File: config.mk
export PLATFORM = sky130hd
export DESIGN_NAME = pod_top
export DESIGN_NICKNAME = d
export VERILOG_FILES = /design/src/logic/pod_top.v
export VERILOG_INCLUDE_DIRS = /design/src /design/src/common
export SDC_FILE = /design/constraint.sdc
export NUM_CORES = 2
export LEC_CHECK = 0
export ABC_AREA = 1
export BUFFER_PORTS_ARGS = -buffer_cell sky130_fd_sc_hd__buf_2
export CORE_AREA = 3 3 253 255
export DETAILED_ROUTE_END_ITERATION = 16
export DIE_AREA = 0 0 256 258
export GPL_TIMING_DRIVEN = 0
export HOLD_SLACK_MARGIN = 0.05
export PLACE_DENSITY_LB_ADDON = 0.12
export SLEW_MARGIN = 40
export SYNTH_ARGS = -nofsm -noshare
export SYNTH_HDL_FRONTEND = slang
export SYNTH_SLANG_ARGS = --single-unit
export TNS_END_PERCENT = 1
File: constraint.sdc
create_clock -name aclk -period 5.4 [get_ports aclk]
set_input_delay 0 -clock aclk [delete_from_list [all_inputs] [get_ports aclk]]
set_output_delay 0 -clock aclk [all_outputs]
set_load 0.05 [all_outputs]
File: src/common/pod_map.vh
// Purpose: Register map, reset values and timing counts for the pin override/debounce block
// Assumes: 25 MHz aclk; register index times four is the AXI byte address
// Notes: Definitions only
`ifndef POD_MAP_VH
`define POD_MAP_VH

// Register indexes
`define POD_IDX_UPD_COMMIT 8'h5b
`define POD_IDX_OVR_SEL0 8'h60
`define POD_IDX_OVR_SEL1 8'h62
`define POD_IDX_OVR_SEL2 8'h64
`define POD_IDX_OVR_SEL3 8'h66
`define POD_IDX_OVR_OUT 8'h68
`define POD_IDX_OVR_DIR 8'h6a
`define POD_IDX_DB_COARSE 8'h6c
`define POD_IDX_DB_MEDIUM 8'h6d
`define POD_IDX_DB_FINE 8'h6e
`define POD_IDX_DB_STS 8'h6f
`define POD_IDX_DB_SEL 8'h70
`define POD_IDX_MON_VAL 8'h54
`define POD_IDX_OVR_EN 8'h55
`define POD_IDX_OVR_ACT 8'h56
`define POD_IDX_MON_PIN 8'h90
`define POD_IDX_NRM_OUT 8'h91
`define POD_IDX_NRM_DIR 8'h92
`define POD_IDX_INT_STS 8'h93
`define POD_IDX_INT_MSK 8'h94
`define POD_IDX_PIN_IN 8'h95

// Reset values
`define POD_RST_16 16'h0000
`define POD_RST_DB_CNT 8'h0a
`define POD_RST_DB_SEL 32'h00000000
`define POD_RST_4 4'h0

// Fields
`define POD_DB_STS_PEND_BIT 0
`define POD_DB_SEL_OFF 2'h0
`define POD_DB_SEL_FINE 2'h1
`define POD_DB_SEL_MEDIUM 2'h2
`define POD_DB_SEL_COARSE 2'h3

// AXI responses
`define POD_RESP_OKAY 2'h0
`define POD_RESP_SLVERR 2'h2

// Timing: period and time bases in their own units
`define POD_CLK_NS 40
`define POD_FINE_NS 1000
`define POD_MEDIUM_US 1000
`define POD_COARSE_MS 10
// Last count of each divider, one less than its ratio
`define POD_FINE_LAST 5'h18
`define POD_MEDIUM_LAST 10'h3e7
`define POD_COARSE_LAST 4'h9

`endif

File: src/logic/pod_top.v
// Purpose: Sixteen general pins with four override functions and per-pin debouncers
// Assumes: Single 25 MHz clock, synchronous active-low reset, pin inputs synchronous
// Notes: AXI4-Lite register slave, one level interrupt on override activation
// How it works
// - Each of four override functions owns a 16-bit mask of the pins whose output it controls.
// - One pin may sit in several override masks at once without any error.
// - A selected pin of an active override drives its bit of the override output value.
// - A selected pin of an active override takes its direction from the override direction field.
// - The coarse count, reset 0x0a, counts 10 ms units for pins using the 10 ms base.
// - The medium count, reset 0x0a, counts 1 ms units for pins using the 1 ms base.
// - The fine count, reset 0x0a, counts 1 us units for pins using the 1 us base.
// - A debounced pin ignores any input change shorter than its debounce count less one unit.
// - The real debounce length is the count or one unit less, by the tick phase.
// - Status bit 0 reads one while any pin debounce is pending, upper bits zero.
// - Each pin has a 2-bit debounce select at bits 2n+1:2n: off, 1 us, 1 ms, 10 ms.
// - An enabled override goes active when its monitored pin equals its value, and stays until disabled.
// - Each override works only while its own enable bit is set.
`timescale 1ns/1ps
`include "pod_map.vh"
module pod_top (
  // Clock and reset
  input wire aclk,
  input wire aresetn,
  // AXI4-Lite write address
  input wire [9:0] s_axi_awaddr,
  input wire [2:0] s_axi_awprot,
  input wire s_axi_awvalid,
  output reg s_axi_awready,
  // AXI4-Lite write data
  input wire [31:0] s_axi_wdata,
  input wire [3:0] s_axi_wstrb,
  input wire s_axi_wvalid,
  output reg s_axi_wready,
  // AXI4-Lite write response
  output reg [1:0] s_axi_bresp,
  output reg s_axi_bvalid,
  input wire s_axi_bready,
  // AXI4-Lite read address
  input wire [9:0] s_axi_araddr,
  input wire [2:0] s_axi_arprot,
  input wire s_axi_arvalid,
  output reg s_axi_arready,
  // AXI4-Lite read data
  output reg [31:0] s_axi_rdata,
  output reg [1:0] s_axi_rresp,
  output reg s_axi_rvalid,
  input wire s_axi_rready,
  // General pins
  input wire [15:0] general_pin_in,
  output reg [15:0] general_pin_out,
  output reg [15:0] general_pin_oe_n,
  // Interrupt
  output reg irq
);

  // Register storage
  reg [15:0] upd_commit_ff;
  reg [15:0] ovr_sel_ff [0:3];
  reg [15:0] ovr_out_ff;
  reg [15:0] ovr_dir_ff;
  reg [7:0] db_coarse_ff;
  reg [7:0] db_medium_ff;
  reg [7:0] db_fine_ff;
  reg [31:0] db_sel_ff;
  reg [3:0] mon_val_ff;
  reg [3:0] ovr_en_ff;
  reg [3:0] ovr_act_ff;
  reg [15:0] mon_pin_ff;
  reg [15:0] nrm_out_ff;
  reg [15:0] nrm_dir_ff;
  reg [3:0] int_sts_ff;
  reg [3:0] int_msk_ff;

  // Held write channels
  reg aw_held_ff;
  reg w_held_ff;
  reg [7:0] aw_idx_ff;
  reg [31:0] w_data_ff;
  reg [3:0] w_strb_ff;

  wire [15:0] db_pin;
  wire [15:0] db_pend;
  wire [3:0] ovr_act_nxt;

  // Time base dividers: one-cycle enables
  reg [4:0] fine_div_ff;
  reg [9:0] med_div_ff;
  reg [3:0] crs_div_ff;
  reg tick_us_ff;
  reg tick_ms_ff;
  reg tick_10ms_ff;
  wire fine_wrap = (fine_div_ff == `POD_FINE_LAST);
  wire med_wrap = fine_wrap && (med_div_ff == `POD_MEDIUM_LAST);
  wire crs_wrap = med_wrap && (crs_div_ff == `POD_COARSE_LAST);

  always @(posedge aclk)
  begin
    if (!aresetn)
    begin
      fine_div_ff <= 5'h00;
      med_div_ff <= 10'h000;
      crs_div_ff <= 4'h0;
      tick_us_ff <= 1'b0;
      tick_ms_ff <= 1'b0;
      tick_10ms_ff <= 1'b0;
    end
    else
    begin
      fine_div_ff <= fine_wrap ? 5'h00 : fine_div_ff + 5'h01;
      if (fine_wrap)
        med_div_ff <= med_wrap ? 10'h000 : med_div_ff + 10'h001;
      if (med_wrap)
        crs_div_ff <= crs_wrap ? 4'h0 : crs_div_ff + 4'h1;
      tick_us_ff <= fine_wrap;
      tick_ms_ff <= med_wrap;
      tick_10ms_ff <= crs_wrap;
    end
  end

  // Per-pin debouncers
  genvar gi;
  generate
    for (gi = 0; gi < 16; gi = gi + 1)
    begin : g_pin
      wire [1:0] sel = db_sel_ff[2*gi+1:2*gi];
      reg state_ff;
      reg [7:0] cnt_ff;
      wire [7:0] lim = (sel == `POD_DB_SEL_FINE) ? db_fine_ff
        : (sel == `POD_DB_SEL_MEDIUM) ? db_medium_ff : db_coarse_ff;
      wire tk = (sel == `POD_DB_SEL_FINE) ? tick_us_ff
        : (sel == `POD_DB_SEL_MEDIUM) ? tick_ms_ff : tick_10ms_ff;
      // Counter starts at an arbitrary tick phase, so length is lim-1 to lim units
      always @(posedge aclk)
      begin
        if (!aresetn)
        begin
          state_ff <= 1'b0;
          cnt_ff <= 8'h00;
        end
        else if (sel == `POD_DB_SEL_OFF)
        begin
          state_ff <= general_pin_in[gi];
          cnt_ff <= 8'h00;
        end
        else if (general_pin_in[gi] == state_ff)
          cnt_ff <= 8'h00;
        else if (tk)
        begin
          if ({1'b0, cnt_ff} + 9'h001 >= {1'b0, lim})
          begin
            state_ff <= general_pin_in[gi];
            cnt_ff <= 8'h00;
          end
          else
            cnt_ff <= cnt_ff + 8'h01;
        end
      end
      assign db_pin[gi] = state_ff;
      assign db_pend[gi] = (sel != `POD_DB_SEL_OFF) && (general_pin_in[gi] != state_ff);
    end
  endgenerate

  // Override triggers
  generate
    for (gi = 0; gi < 4; gi = gi + 1)
    begin : g_ovr
      wire match = (db_pin[mon_pin_ff[4*gi+3:4*gi]] == mon_val_ff[gi]);
      assign ovr_act_nxt[gi] = ovr_en_ff[gi] && (ovr_act_ff[gi] || match);
    end
  endgenerate

  // Pin drive, later overrides need no priority since all share one value
  wire [15:0] taken = (ovr_sel_ff[0] & {16{ovr_act_ff[0]}}) | (ovr_sel_ff[1] & {16{ovr_act_ff[1]}})
    | (ovr_sel_ff[2] & {16{ovr_act_ff[2]}}) | (ovr_sel_ff[3] & {16{ovr_act_ff[3]}});

  always @(posedge aclk)
  begin
    if (!aresetn)
    begin
      general_pin_out <= `POD_RST_16;
      general_pin_oe_n <= 16'hffff;
      ovr_act_ff <= `POD_RST_4;
      irq <= 1'b0;
    end
    else
    begin
      general_pin_out <= (taken & ovr_out_ff) | (~taken & nrm_out_ff);
      general_pin_oe_n <= ~((taken & ovr_dir_ff) | (~taken & nrm_dir_ff));
      ovr_act_ff <= ovr_act_nxt;
      irq <= |(int_sts_ff & int_msk_ff);
    end
  end

  // Write path
  wire aw_take = s_axi_awvalid && s_axi_awready;
  wire w_take = s_axi_wvalid && s_axi_wready;
  wire do_wr = aw_held_ff && w_held_ff && !s_axi_bvalid;
  wire [31:0] wmask = {{8{w_strb_ff[3]}}, {8{w_strb_ff[2]}}, {8{w_strb_ff[1]}}, {8{w_strb_ff[0]}}};
  wire [15:0] wd16 = w_data_ff[15:0];
  wire [15:0] wm16 = wmask[15:0];

  function [31:0] merge;
    input [31:0] old;
    input [31:0] dat;
    input [31:0] msk;
    begin
      merge = (old & ~msk) | (dat & msk);
    end
  endfunction

  reg wr_ok;
  always @*
  begin
    case (aw_idx_ff)
      `POD_IDX_UPD_COMMIT, `POD_IDX_OVR_SEL0, `POD_IDX_OVR_SEL1, `POD_IDX_OVR_SEL2,
      `POD_IDX_OVR_SEL3, `POD_IDX_OVR_OUT, `POD_IDX_OVR_DIR, `POD_IDX_DB_COARSE,
      `POD_IDX_DB_MEDIUM, `POD_IDX_DB_FINE, `POD_IDX_DB_STS, `POD_IDX_DB_SEL,
      `POD_IDX_MON_VAL, `POD_IDX_OVR_EN, `POD_IDX_OVR_ACT, `POD_IDX_MON_PIN,
      `POD_IDX_NRM_OUT, `POD_IDX_NRM_DIR, `POD_IDX_INT_STS, `POD_IDX_INT_MSK,
      `POD_IDX_PIN_IN: wr_ok = 1'b1;
      default: wr_ok = 1'b0;
    endcase
  end

  wire [3:0] int_clr = (do_wr && aw_idx_ff == `POD_IDX_INT_STS) ? (wd16[3:0] & wm16[3:0]) : 4'h0;
  wire [3:0] int_set = ovr_act_nxt & ~ovr_act_ff;

  always @(posedge aclk)
  begin
    if (!aresetn)
    begin
      s_axi_awready <= 1'b1;
      s_axi_wready <= 1'b1;
      s_axi_bvalid <= 1'b0;
      s_axi_bresp <= `POD_RESP_OKAY;
      aw_held_ff <= 1'b0;
      w_held_ff <= 1'b0;
      aw_idx_ff <= 8'h00;
      w_data_ff <= 32'h00000000;
      w_strb_ff <= 4'h0;
      upd_commit_ff <= `POD_RST_16;
      ovr_sel_ff[0] <= `POD_RST_16;
      ovr_sel_ff[1] <= `POD_RST_16;
      ovr_sel_ff[2] <= `POD_RST_16;
      ovr_sel_ff[3] <= `POD_RST_16;
      ovr_out_ff <= `POD_RST_16;
      ovr_dir_ff <= `POD_RST_16;
      db_coarse_ff <= `POD_RST_DB_CNT;
      db_medium_ff <= `POD_RST_DB_CNT;
      db_fine_ff <= `POD_RST_DB_CNT;
      db_sel_ff <= `POD_RST_DB_SEL;
      mon_val_ff <= `POD_RST_4;
      ovr_en_ff <= `POD_RST_4;
      mon_pin_ff <= `POD_RST_16;
      nrm_out_ff <= `POD_RST_16;
      nrm_dir_ff <= `POD_RST_16;
      int_sts_ff <= `POD_RST_4;
      int_msk_ff <= `POD_RST_4;
    end
    else
    begin
      if (aw_take)
      begin
        aw_held_ff <= 1'b1;
        aw_idx_ff <= s_axi_awaddr[9:2];
        s_axi_awready <= 1'b0;
      end
      if (w_take)
      begin
        w_held_ff <= 1'b1;
        w_data_ff <= s_axi_wdata;
        w_strb_ff <= s_axi_wstrb;
        s_axi_wready <= 1'b0;
      end
      if (do_wr)
      begin
        aw_held_ff <= 1'b0;
        w_held_ff <= 1'b0;
        s_axi_bvalid <= 1'b1;
        s_axi_bresp <= wr_ok ? `POD_RESP_OKAY : `POD_RESP_SLVERR;
        case (aw_idx_ff)
          `POD_IDX_UPD_COMMIT: upd_commit_ff <= (upd_commit_ff & ~wm16) | (wd16 & wm16);
          `POD_IDX_OVR_SEL0: ovr_sel_ff[0] <= (ovr_sel_ff[0] & ~wm16) | (wd16 & wm16);
          `POD_IDX_OVR_SEL1: ovr_sel_ff[1] <= (ovr_sel_ff[1] & ~wm16) | (wd16 & wm16);
          `POD_IDX_OVR_SEL2: ovr_sel_ff[2] <= (ovr_sel_ff[2] & ~wm16) | (wd16 & wm16);
          `POD_IDX_OVR_SEL3: ovr_sel_ff[3] <= (ovr_sel_ff[3] & ~wm16) | (wd16 & wm16);
          `POD_IDX_OVR_OUT: ovr_out_ff <= (ovr_out_ff & ~wm16) | (wd16 & wm16);
          `POD_IDX_OVR_DIR: ovr_dir_ff <= (ovr_dir_ff & ~wm16) | (wd16 & wm16);
          `POD_IDX_DB_COARSE: db_coarse_ff <= w_strb_ff[0] ? w_data_ff[7:0] : db_coarse_ff;
          `POD_IDX_DB_MEDIUM: db_medium_ff <= w_strb_ff[0] ? w_data_ff[7:0] : db_medium_ff;
          `POD_IDX_DB_FINE: db_fine_ff <= w_strb_ff[0] ? w_data_ff[7:0] : db_fine_ff;
          `POD_IDX_DB_SEL: db_sel_ff <= merge(db_sel_ff, w_data_ff, wmask);
          `POD_IDX_MON_VAL: mon_val_ff <= w_strb_ff[0] ? w_data_ff[3:0] : mon_val_ff;
          `POD_IDX_OVR_EN: ovr_en_ff <= w_strb_ff[0] ? w_data_ff[3:0] : ovr_en_ff;
          `POD_IDX_MON_PIN: mon_pin_ff <= (mon_pin_ff & ~wm16) | (wd16 & wm16);
          `POD_IDX_NRM_OUT: nrm_out_ff <= (nrm_out_ff & ~wm16) | (wd16 & wm16);
          `POD_IDX_NRM_DIR: nrm_dir_ff <= (nrm_dir_ff & ~wm16) | (wd16 & wm16);
          `POD_IDX_INT_MSK: int_msk_ff <= w_strb_ff[0] ? w_data_ff[3:0] : int_msk_ff;
          default: upd_commit_ff <= upd_commit_ff;
        endcase
      end
      // New activation beats a same-cycle clear
      int_sts_ff <= (int_sts_ff & ~int_clr) | int_set;
      if (s_axi_bvalid && s_axi_bready)
      begin
        s_axi_bvalid <= 1'b0;
        s_axi_awready <= 1'b1;
        s_axi_wready <= 1'b1;
      end
    end
  end

  // Read path
  wire [7:0] ar_idx = s_axi_araddr[9:2];
  reg [31:0] rd_val;
  reg rd_ok;
  always @*
  begin
    rd_ok = 1'b1;
    case (ar_idx)
      `POD_IDX_UPD_COMMIT: rd_val = {16'h0000, upd_commit_ff};
      `POD_IDX_OVR_SEL0: rd_val = {16'h0000, ovr_sel_ff[0]};
      `POD_IDX_OVR_SEL1: rd_val = {16'h0000, ovr_sel_ff[1]};
      `POD_IDX_OVR_SEL2: rd_val = {16'h0000, ovr_sel_ff[2]};
      `POD_IDX_OVR_SEL3: rd_val = {16'h0000, ovr_sel_ff[3]};
      `POD_IDX_OVR_OUT: rd_val = {16'h0000, ovr_out_ff};
      `POD_IDX_OVR_DIR: rd_val = {16'h0000, ovr_dir_ff};
      `POD_IDX_DB_COARSE: rd_val = {24'h000000, db_coarse_ff};
      `POD_IDX_DB_MEDIUM: rd_val = {24'h000000, db_medium_ff};
      `POD_IDX_DB_FINE: rd_val = {24'h000000, db_fine_ff};
      `POD_IDX_DB_STS: rd_val = {31'h00000000, |db_pend};
      `POD_IDX_DB_SEL: rd_val = db_sel_ff;
      `POD_IDX_MON_VAL: rd_val = {28'h0000000, mon_val_ff};
      `POD_IDX_OVR_EN: rd_val = {28'h0000000, ovr_en_ff};
      `POD_IDX_OVR_ACT: rd_val = {28'h0000000, ovr_act_ff};
      `POD_IDX_MON_PIN: rd_val = {16'h0000, mon_pin_ff};
      `POD_IDX_NRM_OUT: rd_val = {16'h0000, nrm_out_ff};
      `POD_IDX_NRM_DIR: rd_val = {16'h0000, nrm_dir_ff};
      `POD_IDX_INT_STS: rd_val = {28'h0000000, int_sts_ff};
      `POD_IDX_INT_MSK: rd_val = {28'h0000000, int_msk_ff};
      `POD_IDX_PIN_IN: rd_val = {16'h0000, db_pin};
      default:
      begin
        rd_val = 32'h00000000;
        rd_ok = 1'b0;
      end
    endcase
  end

  always @(posedge aclk)
  begin
    if (!aresetn)
    begin
      s_axi_arready <= 1'b1;
      s_axi_rvalid <= 1'b0;
      s_axi_rdata <= 32'h00000000;
      s_axi_rresp <= `POD_RESP_OKAY;
    end
    else if (s_axi_arvalid && s_axi_arready)
    begin
      s_axi_arready <= 1'b0;
      s_axi_rvalid <= 1'b1;
      s_axi_rdata <= rd_val;
      s_axi_rresp <= rd_ok ? `POD_RESP_OKAY : `POD_RESP_SLVERR;
    end
    else if (s_axi_rvalid && s_axi_rready)
    begin
      s_axi_rvalid <= 1'b0;
      s_axi_arready <= 1'b1;
    end
  end

endmodule // pod_top

==> flow_summary.ini <==
[final_layout]
area_growth_pct = 15.6
drive_above_1_share = 0.0888
multi_input_area_um2 = 17400
fillers = 5960
final_net_count = 4974
final_area_um2 = 35800
diodes = 0
seq_area_um2 = 11100
final_core_util = 0.579

[placed_design]
io_buffers = 145
dpl_cell_area_um2 = 32800
globalplace.congestion = 1.04
dpl.hpwl_um = 87900
pre_cts_ws_ps = 2120

[floorplan]
core_um2 = 61800
design.die.area_um2 = 66000
start_util = 0.500
pin_count = 159
die_w_um = 256
num_rows = 91
fp.dieH_um = 258

[power_and_ir_drop]
intPower_mw = 6.81
p_sw_frac = 0.244
powerDensity_nw_per_um2 = 252
switching_power_mw = 2.20
p_comb_frac = 0.058
seqPwrFrac = 0.448
ir_worst_vdd_uv = 255
p_leak_nw = 15.0
p_clk_frac = 0.494

[worst_setup_path]
crit_type = flip-flop to flip-flop
start_kind = flip-flop
cp_data_required_time_ps = 5930
cp_data_arrival_time_ps = 3930
cp-end-kind = flip-flop
crit_fanout = 10

[logic_synthesis]
synth_area_per_cell_um2 = 6.99
synth_edf_count = 64
ys_seq_elements = 520
synth_warnings = 0
synth.most_common_cell = nand2_1
yosysSeqAreaShare = 0.357
synth_area_um2 = 30900
yosysUniqueCellTypes = 49
syn-instance-count = 4429
synth_top_area_frac = 0.295
synth_top_flop_cell = dfxtp_1
synth_area_leaders = dfxtp_1 30%, nand2_1 13%, a21oi_1 8.5%
synth_top_area_cell = dfxtp_1
synthTopCellsByCount = 1037 x nand2_1, 527 x a21oi_1, 477 x nor2_1
async_reset_ff_frac = 0

[timing]
drv_slew = 0
tightest_slew_ps = 918
finalSetupViolations = 0
finalHoldViolCount = 0
maxSlewHeadroom = 0.388
fin_skew_ps = 63.7
rsz0062_at_grt = no
fin_crit_sh = 0.629
fmax_mhz = 295
tns_ps = 0
layout_min_cycle_time_ps = 3390
fin_ws_ps = 2010

[clock_network]
cts_tree = yes
clkTransAtPathRegs_ps = 60
h-tree-depth = 2
cts_buffers = 58
cts_hold_buf = 85
postCtsSetupBuffers = 0
clk_latency_ps = 670
cts_max_path_buffers = 3
root_buffer = clkbuf_16
post_cts_resized = 0
clock-sinks = 520

[drt]
wl_per_cell_um = 20.5
first_pass_iters = 6
drt-initial-drc-count = 3444
vias = 32000
drc = 0
via_per_inst = 5.71
drt_wl_total_um = 115000
drt.antenna.violating_nets = 0

[status]
outcome = finished clean

[hold_path]
hp-class = input pin to flip-flop

[global_route]
grt_util_met1 = 0.436
use_met3 = 0.0454
first_global_vias = 28700
grt_most_used_layer = met2
gr-usage-all-layers = 0.334
grt.overflow.total = 0
antenna_found_initial = 0
grt_pass1_wl_um = 172000
grtUsageMet2 = 0.525
grt_max_degree = 18

[run]
drv_cap = 0
worst max-delay path, cell delays in order (launching register included):
cell and delay [ps]:
dfxtp_1 300, buf_1 550, clkbuf_1 670, o221ai_1 250
ha_1 370, a21oi_1 140, o21a_1 140, nor2_1 50
nor2_1 80, nand3_1 230, nor2_4 260, nand2_1 80
a21oi_1 120
power by group through the flow:
stage	logic (mW)	clock network (mW)	registers, mW
floorplan	0.256	0	4.10
global placement	0.450	0	4.11
detailed placement	0.452	0	4.11
CTS	0.506	4.48	4.03
global route	0.558	4.62	4.04
finish	0.521	4.45	4.03
area by class of cell:
class	instances	area share
Buffer	161	0.0209
Clock buffer	89	0.0502
Clock inverter	20	0.0102
Inverter	478	0.0501
Multi-Input combinational cell	3271	0.486
Sequential cell	520	0.309
Tap cell	837	0.0293
Timing Repair Buffer	234	0.0449
path summary, 6_finish.rpt:
path                                     start                         endpoint  slack [ps]  depth (start not counted)
setup reg to reg  db_coarse_ff[4]$_SDFFE_PN0P_  g_pin[7].cnt_ff[2]$_SDFFE_PP0P_        2010                         12
hold reg to reg                      flip-flop                        flip-flop         460                          2
hold / removal                         aresetn       med_div_ff[8]$_SDFFE_PN0P_          80                          3
setup / recovery  db_coarse_ff[4]$_SDFFE_PN0P_  g_pin[7].cnt_ff[2]$_SDFFE_PP0P_        2010                         12
kinds of logic (layout without fill, tap and decap cells):
| kind of cell | after synthesis | after routing | share of synthesized area |
|---|---|---|---|
| AO/OA/AOI/OAI | 1045 | 1045 | 0.195 |
| XOR/XNOR | 96 | 96 | 0.0272 |
| adder cells (fa/ha/maj) | 165 | 165 | 0.0667 |
| buffers and inverters | 639 | 982 | 0.0819 |
| flip-flops | 520 | 520 | 0.357 |
| other | 1 | 2 | 0.000121 |
| AND/OR/NAND/NOR | 1963 | 1963 | 0.272 |
layout by cell type (no fill, tap or decap), types with 13 or more instances in the layout:
cell,n
a211oi_1,53
a21oi_1,527
a21oi_2,16
buf_1,17
buf_2,183
buf_4,17
clkbuf_1,96
clkbuf_16,62
clkbuf_8,14
clkinv_1,14
dfxtp_1,456
dlygate4sd3_1,85
edfxtp_1,64
ha_1,165
inv_1,446
inv_2,18
nand2_1,1037
nand2_2,13
nand3_1,212
nand3b_1,28
nand4_1,68
nor2_1,477
nor2_2,32
nor2_4,23
nor3_1,46
o211ai_1,32
o21a_1,16
o21ai_0,189
o221ai_1,72
o22ai_1,114
xnor2_1,23
xor2_1,73
per-layer routing:
| metal | wire, um | vias to the layer above |
|---|---|---|
| met5 | 0 | - |
| met4 | 8200 | 0 |
| met3 | 9860 | 383 |
| met2 | 50400 | 1567 |
| met1 | 46800 | 14500 |
| li1 | - | 15500 |
metrics by stage:
stage	total power [mW]	std cells	hold slack [ps]
floorplan	4.36	4430	132
global placement	4.56	5412	260
detailed placement	4.57	5416	265
CTS	9.01	5610	70.8
global route	9.21	5610	113
finish	9.00	5610	77.2
No activity file was read; power rests on OpenSTA's default activity.
